File: config.mk
export PLATFORM = sky130hd
export DESIGN_NAME = hbs_status_regs
export DESIGN_NICKNAME = d
export VERILOG_FILES = /design/src/hdl/hbs_pkg.sv /design/src/hdl/hbs_flag_cell.sv /design/src/hdl/hbs_serr_gate.sv /design/src/hdl/hbs_status_regs.sv
export SDC_FILE = /design/constraint.sdc
export NUM_CORES = 1
export LEC_CHECK = 0
export ABC_AREA = 1
export BUFFER_PORTS_ARGS = -buffer_cell sky130_fd_sc_hd__clkbuf_2
export CORE_ASPECT_RATIO = 0.8
export CORE_MARGIN = 2
export CORE_UTILIZATION = 38
export DETAILED_ROUTE_END_ITERATION = 7
export PLACE_DENSITY = 0.92
export SETUP_SLACK_MARGIN = 0.15
export SYNTH_ARGS = -nofsm -noshare
export SYNTH_HDL_FRONTEND = slang
export SYNTH_SLANG_ARGS = --single-unit
File: constraint.sdc
create_clock -name core_clk -period 2.3 [get_ports core_clk]
set_clock_uncertainty 0.1 [all_clocks]
set_input_delay 0.115 -clock core_clk [delete_from_list [all_inputs] [get_ports core_clk]]
set_output_delay 0.115 -clock core_clk [all_outputs]
set_load 0.02 [all_outputs]
File: src/hdl/hbs_pkg.sv
// Constants for the host-bridge status and class-code register slice
package hbs_pkg;
    localparam int          CFG_ADDR_W     = 8;
    localparam int          CFG_DATA_W     = 8;
    localparam int          STATUS_W       = 16;
    localparam int          NUM_COND       = 4;

    // Byte offsets in configuration space
    localparam logic [7:0]  OFF_STATUS_LO  = 8'h06;
    localparam logic [7:0]  OFF_STATUS_HI  = 8'h07;
    localparam logic [7:0]  OFF_REVISION   = 8'h08;
    localparam logic [7:0]  OFF_SUB_CLASS  = 8'h0A;
    localparam logic [7:0]  OFF_BASE_CLASS = 8'h0B;
    localparam logic [7:0]  OFF_CAP_PTR    = 8'h34;

    // Status field positions
    localparam int          BIT_SYS_ERR    = 14;
    localparam int          BIT_MST_ABORT  = 13;
    localparam int          BIT_TGT_ABORT  = 12;
    localparam int          BIT_SIG_ABORT  = 11;
    localparam int          BIT_SEL_HI     = 10;
    localparam int          BIT_SEL_LO     = 9;
    localparam int          BIT_PARITY_ERR = 8;
    localparam int          BIT_FAST_B2B   = 7;
    localparam int          BIT_CAP_LIST   = 4;

    // Reset and fixed values
    localparam logic [15:0] STATUS_RESET   = 16'h0090;
    localparam logic [15:0] STATUS_FIXED   = 16'h0090;
    localparam logic [15:0] STATUS_RSVD    = 16'h806F;
    localparam logic [1:0]  SEL_TIMING_VAL = 2'h0;
    localparam logic [7:0]  SUB_CLASS_VAL  = 8'h00;
    localparam logic [7:0]  BASE_CLASS_VAL = 8'h06;
    localparam logic [7:0]  UNMAPPED_VAL   = 8'h00;
    // Arbitrary revision value, not a real stepping
    localparam logic [7:0]  REVISION_DFLT  = 8'h01;
endpackage

File: src/hdl/hbs_flag_cell.sv
// One write-one-to-clear error flag with set priority
`timescale 1ns/10ps
module hbs_flag_cell (
    input  wire logic core_clk,
    input  wire logic reset_n,
    input  wire logic setPulse,
    input  wire logic clearPulse,
    output logic      flagState
);
    import hbs_pkg::*;

    logic flag_ff;
    logic nxt_flag;

    // An event in the clearing cycle must not be lost, so set wins
    always_comb begin
        nxt_flag = flag_ff;
        if (clearPulse) begin
            nxt_flag = 1'b0;
        end
        if (setPulse) begin
            nxt_flag = 1'b1;
        end
    end

    always_ff @(posedge core_clk) begin
        if (!reset_n) begin
            flag_ff <= 1'b0;
        end else begin
            flag_ff <= nxt_flag;
        end
    end

    assign flagState = flag_ff;
endmodule // hbs_flag_cell

File: src/hdl/hbs_serr_gate.sv
// Gates device error conditions into system-error messages on the hub link
`timescale 1ns/10ps
module hbs_serr_gate #(
    parameter int NUM_COND = hbs_pkg::NUM_COND
) (
    input  wire logic                core_clk,
    input  wire logic                reset_n,
    input  wire logic [NUM_COND-1:0] errorEvent,
    input  wire logic [NUM_COND-1:0] errCmdEnable,
    input  wire logic                systemErrorEnable,
    output logic                     serrMsgSend
);
    import hbs_pkg::*;

    logic msg_ff;
    logic nxt_msg;

    // Global enable and per-condition enables both required
    always_comb begin
        nxt_msg = systemErrorEnable && (|(errorEvent & errCmdEnable)); // RULE12 RULE16
    end

    always_ff @(posedge core_clk) begin
        if (!reset_n) begin
            msg_ff <= 1'b0;
        end else begin
            msg_ff <= nxt_msg;
        end
    end

    assign serrMsgSend = msg_ff;
endmodule // hbs_serr_gate

File: src/hdl/hbs_status_regs.sv
// Host-bridge status, revision and class-code configuration registers
// What this block does
// RULE1 - Sending system-error message sets bit 14
// RULE2 - Writing one clears bit 14; zero keeps
// RULE3 - Master-abort completion received sets bit 13
// RULE4 - Target-abort completion received sets bit 12
// RULE5 - Bits 13, 12 clear on written one
// RULE6 - Bit 11 reads zero, ignores writes
// RULE7 - Bits 10:9 read 00, ignore writes
// RULE8 - Bit 8 reads zero, ignores writes
// RULE9 - Bit 7 reads one, ignores writes
// RULE10 - Bit 4 reads one: capability list
// RULE11 - Sixteen-bit status at 06h, resets 0090h
// RULE12 - Error reporting gated by command enables
// RULE13 - Revision at 08h is fixed, read-only
// RULE14 - Sub-class at 0Ah reads 00h
// RULE15 - Base-class at 0Bh reads 06h
// RULE16 - System-error enable low blocks messages
// RULE17 - Reserved status bits read zero
`timescale 1ns/10ps
module hbs_status_regs #(
    parameter int                      NUM_COND      = hbs_pkg::NUM_COND,
    // Arbitrary stepping code, set per silicon revision
    parameter logic [7:0]              REVISION_CODE = hbs_pkg::REVISION_DFLT
) (
    input  wire logic                          core_clk,
    input  wire logic                          reset_n,
    input  wire logic [hbs_pkg::CFG_ADDR_W-1:0] cfgAddr,
    input  wire logic                          cfgWrEn,
    input  wire logic [hbs_pkg::CFG_DATA_W-1:0] cfgWrData,
    input  wire logic                          cfgRdEn,
    output logic      [hbs_pkg::CFG_DATA_W-1:0] cfgRdData,
    output logic                               cfgRdValid,
    input  wire logic [NUM_COND-1:0]           errorEvent,
    input  wire logic [NUM_COND-1:0]           errCmdEnable,
    input  wire logic                          systemErrorEnable,
    input  wire logic                          masterAbortRcvd,
    input  wire logic                          targetAbortRcvd,
    output logic                               serrMsgSend,
    output logic      [hbs_pkg::STATUS_W-1:0]   bridgeErrorStatus
);
    import hbs_pkg::*;

    // Write-one-to-clear hit on a status bit in the upper byte
    function automatic logic w1cHit(input logic       wrEn,
                                    input logic [7:0] addr,
                                    input logic [7:0] data,
                                    input int         bitPos);
        logic hit;
        hit = 1'b0;
        if (wrEn && (addr == OFF_STATUS_HI)) begin
            hit = data[bitPos-8];
        end
        return hit;
    endfunction

    logic signalledSystemErrorFlag;
    logic receivedMasterAbortFlag;
    logic receivedTargetAbortFlag;
    logic clrSysErr;
    logic clrMstAbort;
    logic clrTgtAbort;
    logic [15:0] statusWord;

    // Write side: only three bits are writable and only by clearing
    always_comb begin
        clrSysErr   = w1cHit(cfgWrEn, cfgAddr, cfgWrData, BIT_SYS_ERR);   // RULE2
        clrMstAbort = w1cHit(cfgWrEn, cfgAddr, cfgWrData, BIT_MST_ABORT); // RULE5
        clrTgtAbort = w1cHit(cfgWrEn, cfgAddr, cfgWrData, BIT_TGT_ABORT); // RULE5
    end

    hbs_serr_gate #(
        .NUM_COND          (NUM_COND)
    ) u_serr_gate (
        .core_clk          (core_clk),
        .reset_n           (reset_n),
        .errorEvent        (errorEvent),
        .errCmdEnable      (errCmdEnable),
        .systemErrorEnable (systemErrorEnable),
        .serrMsgSend       (serrMsgSend)
    );

    // Flag follows the message actually sent, so it obeys the enables too
    hbs_flag_cell u_sys_err_flag (
        .core_clk   (core_clk),
        .reset_n    (reset_n),
        .setPulse   (serrMsgSend), // RULE1
        .clearPulse (clrSysErr),
        .flagState  (signalledSystemErrorFlag)
    );

    hbs_flag_cell u_mst_abort_flag (
        .core_clk   (core_clk),
        .reset_n    (reset_n),
        .setPulse   (masterAbortRcvd), // RULE3
        .clearPulse (clrMstAbort),
        .flagState  (receivedMasterAbortFlag)
    );

    hbs_flag_cell u_tgt_abort_flag (
        .core_clk   (core_clk),
        .reset_n    (reset_n),
        .setPulse   (targetAbortRcvd), // RULE4
        .clearPulse (clrTgtAbort),
        .flagState  (receivedTargetAbortFlag)
    );

    // Hardwired fields come from constants; writes never reach them
    always_comb begin
        statusWord                        = STATUS_FIXED; // RULE9 RULE10 RULE17
        statusWord[BIT_SIG_ABORT]         = 1'b0;         // RULE6
        statusWord[BIT_SEL_HI:BIT_SEL_LO] = SEL_TIMING_VAL; // RULE7
        statusWord[BIT_PARITY_ERR]        = 1'b0;         // RULE8
        statusWord[BIT_SYS_ERR]           = signalledSystemErrorFlag;
        statusWord[BIT_MST_ABORT]         = receivedMasterAbortFlag;
        statusWord[BIT_TGT_ABORT]         = receivedTargetAbortFlag;
    end

    assign bridgeErrorStatus = statusWord; // RULE11

    // Read side: one-cycle registered answer, no side effects
    logic [7:0] rdData_ff;
    logic [7:0] nxt_rdData;
    logic       rdValid_ff;
    logic       nxt_rdValid;

    always_comb begin
        nxt_rdData  = rdData_ff;
        nxt_rdValid = cfgRdEn;
        if (cfgRdEn) begin
            case (cfgAddr)
                OFF_STATUS_LO:  nxt_rdData = statusWord[7:0];   // RULE11
                OFF_STATUS_HI:  nxt_rdData = statusWord[15:8];  // RULE11
                OFF_REVISION:   nxt_rdData = REVISION_CODE;     // RULE13
                OFF_SUB_CLASS:  nxt_rdData = SUB_CLASS_VAL;     // RULE14
                OFF_BASE_CLASS: nxt_rdData = BASE_CLASS_VAL;    // RULE15
                default:        nxt_rdData = UNMAPPED_VAL;
            endcase
        end
    end

    always_ff @(posedge core_clk) begin
        if (!reset_n) begin
            rdData_ff  <= 8'h00;
            rdValid_ff <= 1'b0;
        end else begin
            rdData_ff  <= nxt_rdData;
            rdValid_ff <= nxt_rdValid;
        end
    end

    assign cfgRdData  = rdData_ff;
    assign cfgRdValid = rdValid_ff;
endmodule // hbs_status_regs

Word level (Yosys, flattened, before mapping). Cells that the tools add are included.

Register bits after elaboration: 13. Logic and storage cells: 27. Output and inout bits: 26. Bits of input ports: 31.

Bitwise logic cells: 1. Mux-type cells: 10. Equal/unequal tests: 4. Reductions and logical operators: 6.

Operator list (count): $pmux 8 s4 (1); $eq 8x3->1 const B (2); $eq 8x4->1 const B (2); $mux 1 (9); $reduce_bool 2->1 (3); $and 4x4->4 (1); $reduce_or 4->1 (1); $logic_and 1x1->1 (2).

Depth between registers and ports, before layout.
Depth in word-level cells: 5. Gate-level depth with buffers: 7. Mapped depth without buffers: 7.

Modules after synthesis. From an unflattened synthesis, not the netlist that was laid out.

Cell total of the unflattened synthesis: 102. Area, all modules: 698.2 sq um.

Modules (own cells, without submodules): hbs_status_regs (seq. area each 140.1 sq um, cells an instance 74, area an instance 513.0 sq um, instances 1); hbs_flag_cell (seq. area each 20.0 sq um, cells an instance 6, area an instance 43.8 sq um, instances 3); hbs_serr_gate (seq. area each 20.0 sq um, cells an instance 10, area an instance 53.8 sq um, instances 1).

Least setup slack after synthesis. Ideal clock, no wire load.

Path kind: input -> register. Start point: input cfgAddr[3] in the netlist's numbering. End point: register u_mst_abort_flag.flag_ff, in the netlist u_mst_abort_flag.flagState. Setup slack: 1.463 ns. Required time: 2.080 ns. Library setup time: 0.120 ns. Cell stages on the path: 6. Arrival: 0.617 ns. Path buffers: 0. Path through: inv_1 > nand2_1 > nor2_2 > nand4_1 > nand2_1 > a21oi_1.

Word-level cells in the longest chain between the ends: 4.

Ends and longest elaborated chain: start, declared (RTL line hbs_status_regs.sv:28) `input wire logic [hbs_pkg::CFG_ADDR_W-1:0] cfgAddr,`; $eq 8x3->1 (RTL line hbs_status_regs.sv:51) `if (wrEn && (addr == OFF_STATUS_HI)) begin`; $logic_and 1x1->1 (RTL line hbs_status_regs.sv:51); $mux 1 (RTL line hbs_status_regs.sv:51); $reduce_bool 2->1 (no source line); end signal, assigned (RTL line hbs_flag_cell.sv:30) `flag_ff <= nxt_flag;`; end, declared (RTL line hbs_flag_cell.sv:12) `logic flag_ff;`.

No other way between the ends. A chain may end at the register's enable or synchronous reset.

==> results.md <==
* Synth warn at 0
* Final WL at 1380 um
* Flops & latches, synth at 11
* Post-route DRC at 0
* Initial antenna violation count at 0
* Die Wd at 49.5 um
* Io pins at 57
* Layout cells sized above 1 at 0.344
* Reg clk slew, reported paths at 0.07 ns
* Syn_area_per_cell at 7.15 um2
* Worst EP required at 2.41 ns
* Setup ws final at 0.854 ns
* Vert. Die Dim at 40.4 um
* Min Tclk post-route at 1.45 ns
* Final Util at 0.520
* WP data arrival at 1.56 ns
* Vias in the first global route at 593
* Clock latency on the worst-skew pair at 0.26 ns
* Slew Limit Fails at 0
* CTS sink cnt at 11
* Seq/Total Area, Yosys at 0.350
* Global Route Usage Sum at 0.155
* DRT iter0 DRCs at 7
* Synthesized cell area at 629 um2
* Post-DP HPWL at 1090 um
* Vias at 647
* Fin Hold WS at 0.0425 ns
* Fmax at 0.692 GHz
* Core Rows at 13
* Layout area overhead at 31.6%
* Max clock buf depth at 2
* Pre-CTS WS at 1.26 ns
* Max Cap Viol at 0
* Outcome: finished, final reports clean
* Worst Path Max Fanout at 6
* GP Congestion at 0.752
* Setup CP Type: primary input to flip-flop
* Final-layout fill cell count at 173
* Multi-input gate area at 274 um2
* Die area at 2000 um2
* Min-Delay Path Class: primary input to flip-flop
* CTS tree: done
* Netlist cell types at 16
* Nets@finish at 160
* Unrepaired setup endpoints after global routing: no
* Sequential cell area at 220 um2
* Routed Antenna Nets at 0
* Period utilization at 0.629
* H-tree depth at 1
* Startpoint Class: primary input
* Inserted Clock Buffers at 3
* Post-CTS sizing at 0
* Pleak at 0.461 nW
* Fin. Hold Viols at 0
* First-pass GRT wire length at 2210 um
* Initial core utilization at 0.395
* Critical Path End Type: flip-flop
* Floorplan core area at 1590 um2
* Largest net degree at the start of global routing at 10
* Hold_buf cts at 5
* Setup Fix Bufs, Post-CTS at 0
* PwrDens at 511 nW/um2
* DRT Pass-1 Iters at 4
* Via/cell ratio at 4.31
* Ant diodes at 0
* Setup violations, final at 0
* Most frequent cells in the layout: 37 x clkbuf_2, 20 x nand2_1, 14 x conb_1, 11 x inv_1, 11 x dfxtp_1
* DR WL/cell at 9.18 um
* Buffers on Ports at 37
* Setup TNS Final at 0 ns
* CTS root buffer: clkbuf_4
* Most common cell after layout, fill and taps aside: clkbuf_2
* Peak VDD IR at 368 uV
* Grt ovf at 0
* Syn Inst Count at 88
-- registers in the layout, indices dropped and copies added (netlist names) --
name	flops
cfgRdData	6
u_serr_gate.serrMsgSend	1
cfgRdValid	1
u_mst_abort_flag.flagState	1
u_tgt_abort_flag.flagState	1
u_sys_err_flag.flagState	1
-- cells in the mapped netlist --
master / number / area (um2)
dfxtp_1: 11 / 220
nor3_2: 1 / 10.0
nand3_1: 4 / 20.0
conb_1: 2 / 7.51
nand2_1: 20 / 75.1
nor2_2: 1 / 6.26
inv_1: 11 / 41.3
a21oi_1: 8 / 40.0
inv_2: 1 / 3.75
nor2_4: 1 / 11.3
buf_4: 18 / 135
nor2_1: 1 / 3.75
nor3_1: 1 / 5.00
nand4_1: 5 / 31.3
o21ai_0: 2 / 10.0
a41oi_1: 1 / 8.76
-- report_power, final --
group          internal [mW]  leakage [nW]  switching, mW  total (mW)
clock                 0.0671        0.0150         0.0613       0.128
combinational         0.0335         0.355         0.0584      0.0920
sequential             0.198        0.0903        0.00460       0.203
-- cell type report --
cell class | instances | share of cell area
multi-input combinational | 59 | 0.331
timing repair buffer | 42 | 0.284
tap | 22 | 0.0332
inverter | 12 | 0.0544
sequential | 11 | 0.266
clock buffer | 4 | 0.0317
-- per-layer routing --
metal | share of wire | global-route usage | vias up | wire, um
met5 | 0 | 0 | - | 0
met3 | 0.087 | 0.0746 | 6 | 120
met2 | 0.50 | 0.304 | 33 | 690
met1 | 0.39 | 0.132 | 279 | 535
li1 | - | - | 329 | -
met4 | 0.022 | 0.111 | 0 | 30
-- critical path: stages --
cell           delay (ns)
dlygate4sd3_1        0.53
clkbuf_2             0.15
nand2_1              0.06
a41oi_1              0.14
dlygate4sd3_1        0.56
-- final timing paths --
path | start | to | slack [ns] | cells after the start
setup / recovery | reset_n | u_serr_gate.serrMsgSend$_SDFF_PN0_ | 0.85 | 5
hold / removal | cfgRdEn | cfgRdValid$_SDFF_PN0_ | 0.04 | 3
setup reg to reg | u_tgt_abort_flag.flagState$_SDFFE_PN0P_ | cfgRdData[4]$_SDFFE_PN0P_ | 1.50 | 4
hold reg to reg | u_serr_gate.serrMsgSend$_SDFF_PN0_ | u_sys_err_flag.flagState$_SDFFE_PN0P_ | 0.36 | 2
-- through the flow --
step | instance area, um2 | power (mW) | std cells
2_1_floorplan | 674 | 0.279 | 100
3_3_place_gp | 752 | 0.289 | 141
3_5_place_dp | 752 | 0.291 | 141
4_1_cts | 828 | 0.429 | 150
5_1_grt | 828 | 0.453 | 150
6_report | 828 | 0.423 | 150
-- cells by family after synthesis --
family / synth area share
simple gates: 0.258
flops: 0.350
other cells: 0.0119
compound gates: 0.0934
buf+inv: 0.286
(Power assumes the default switching activity.)
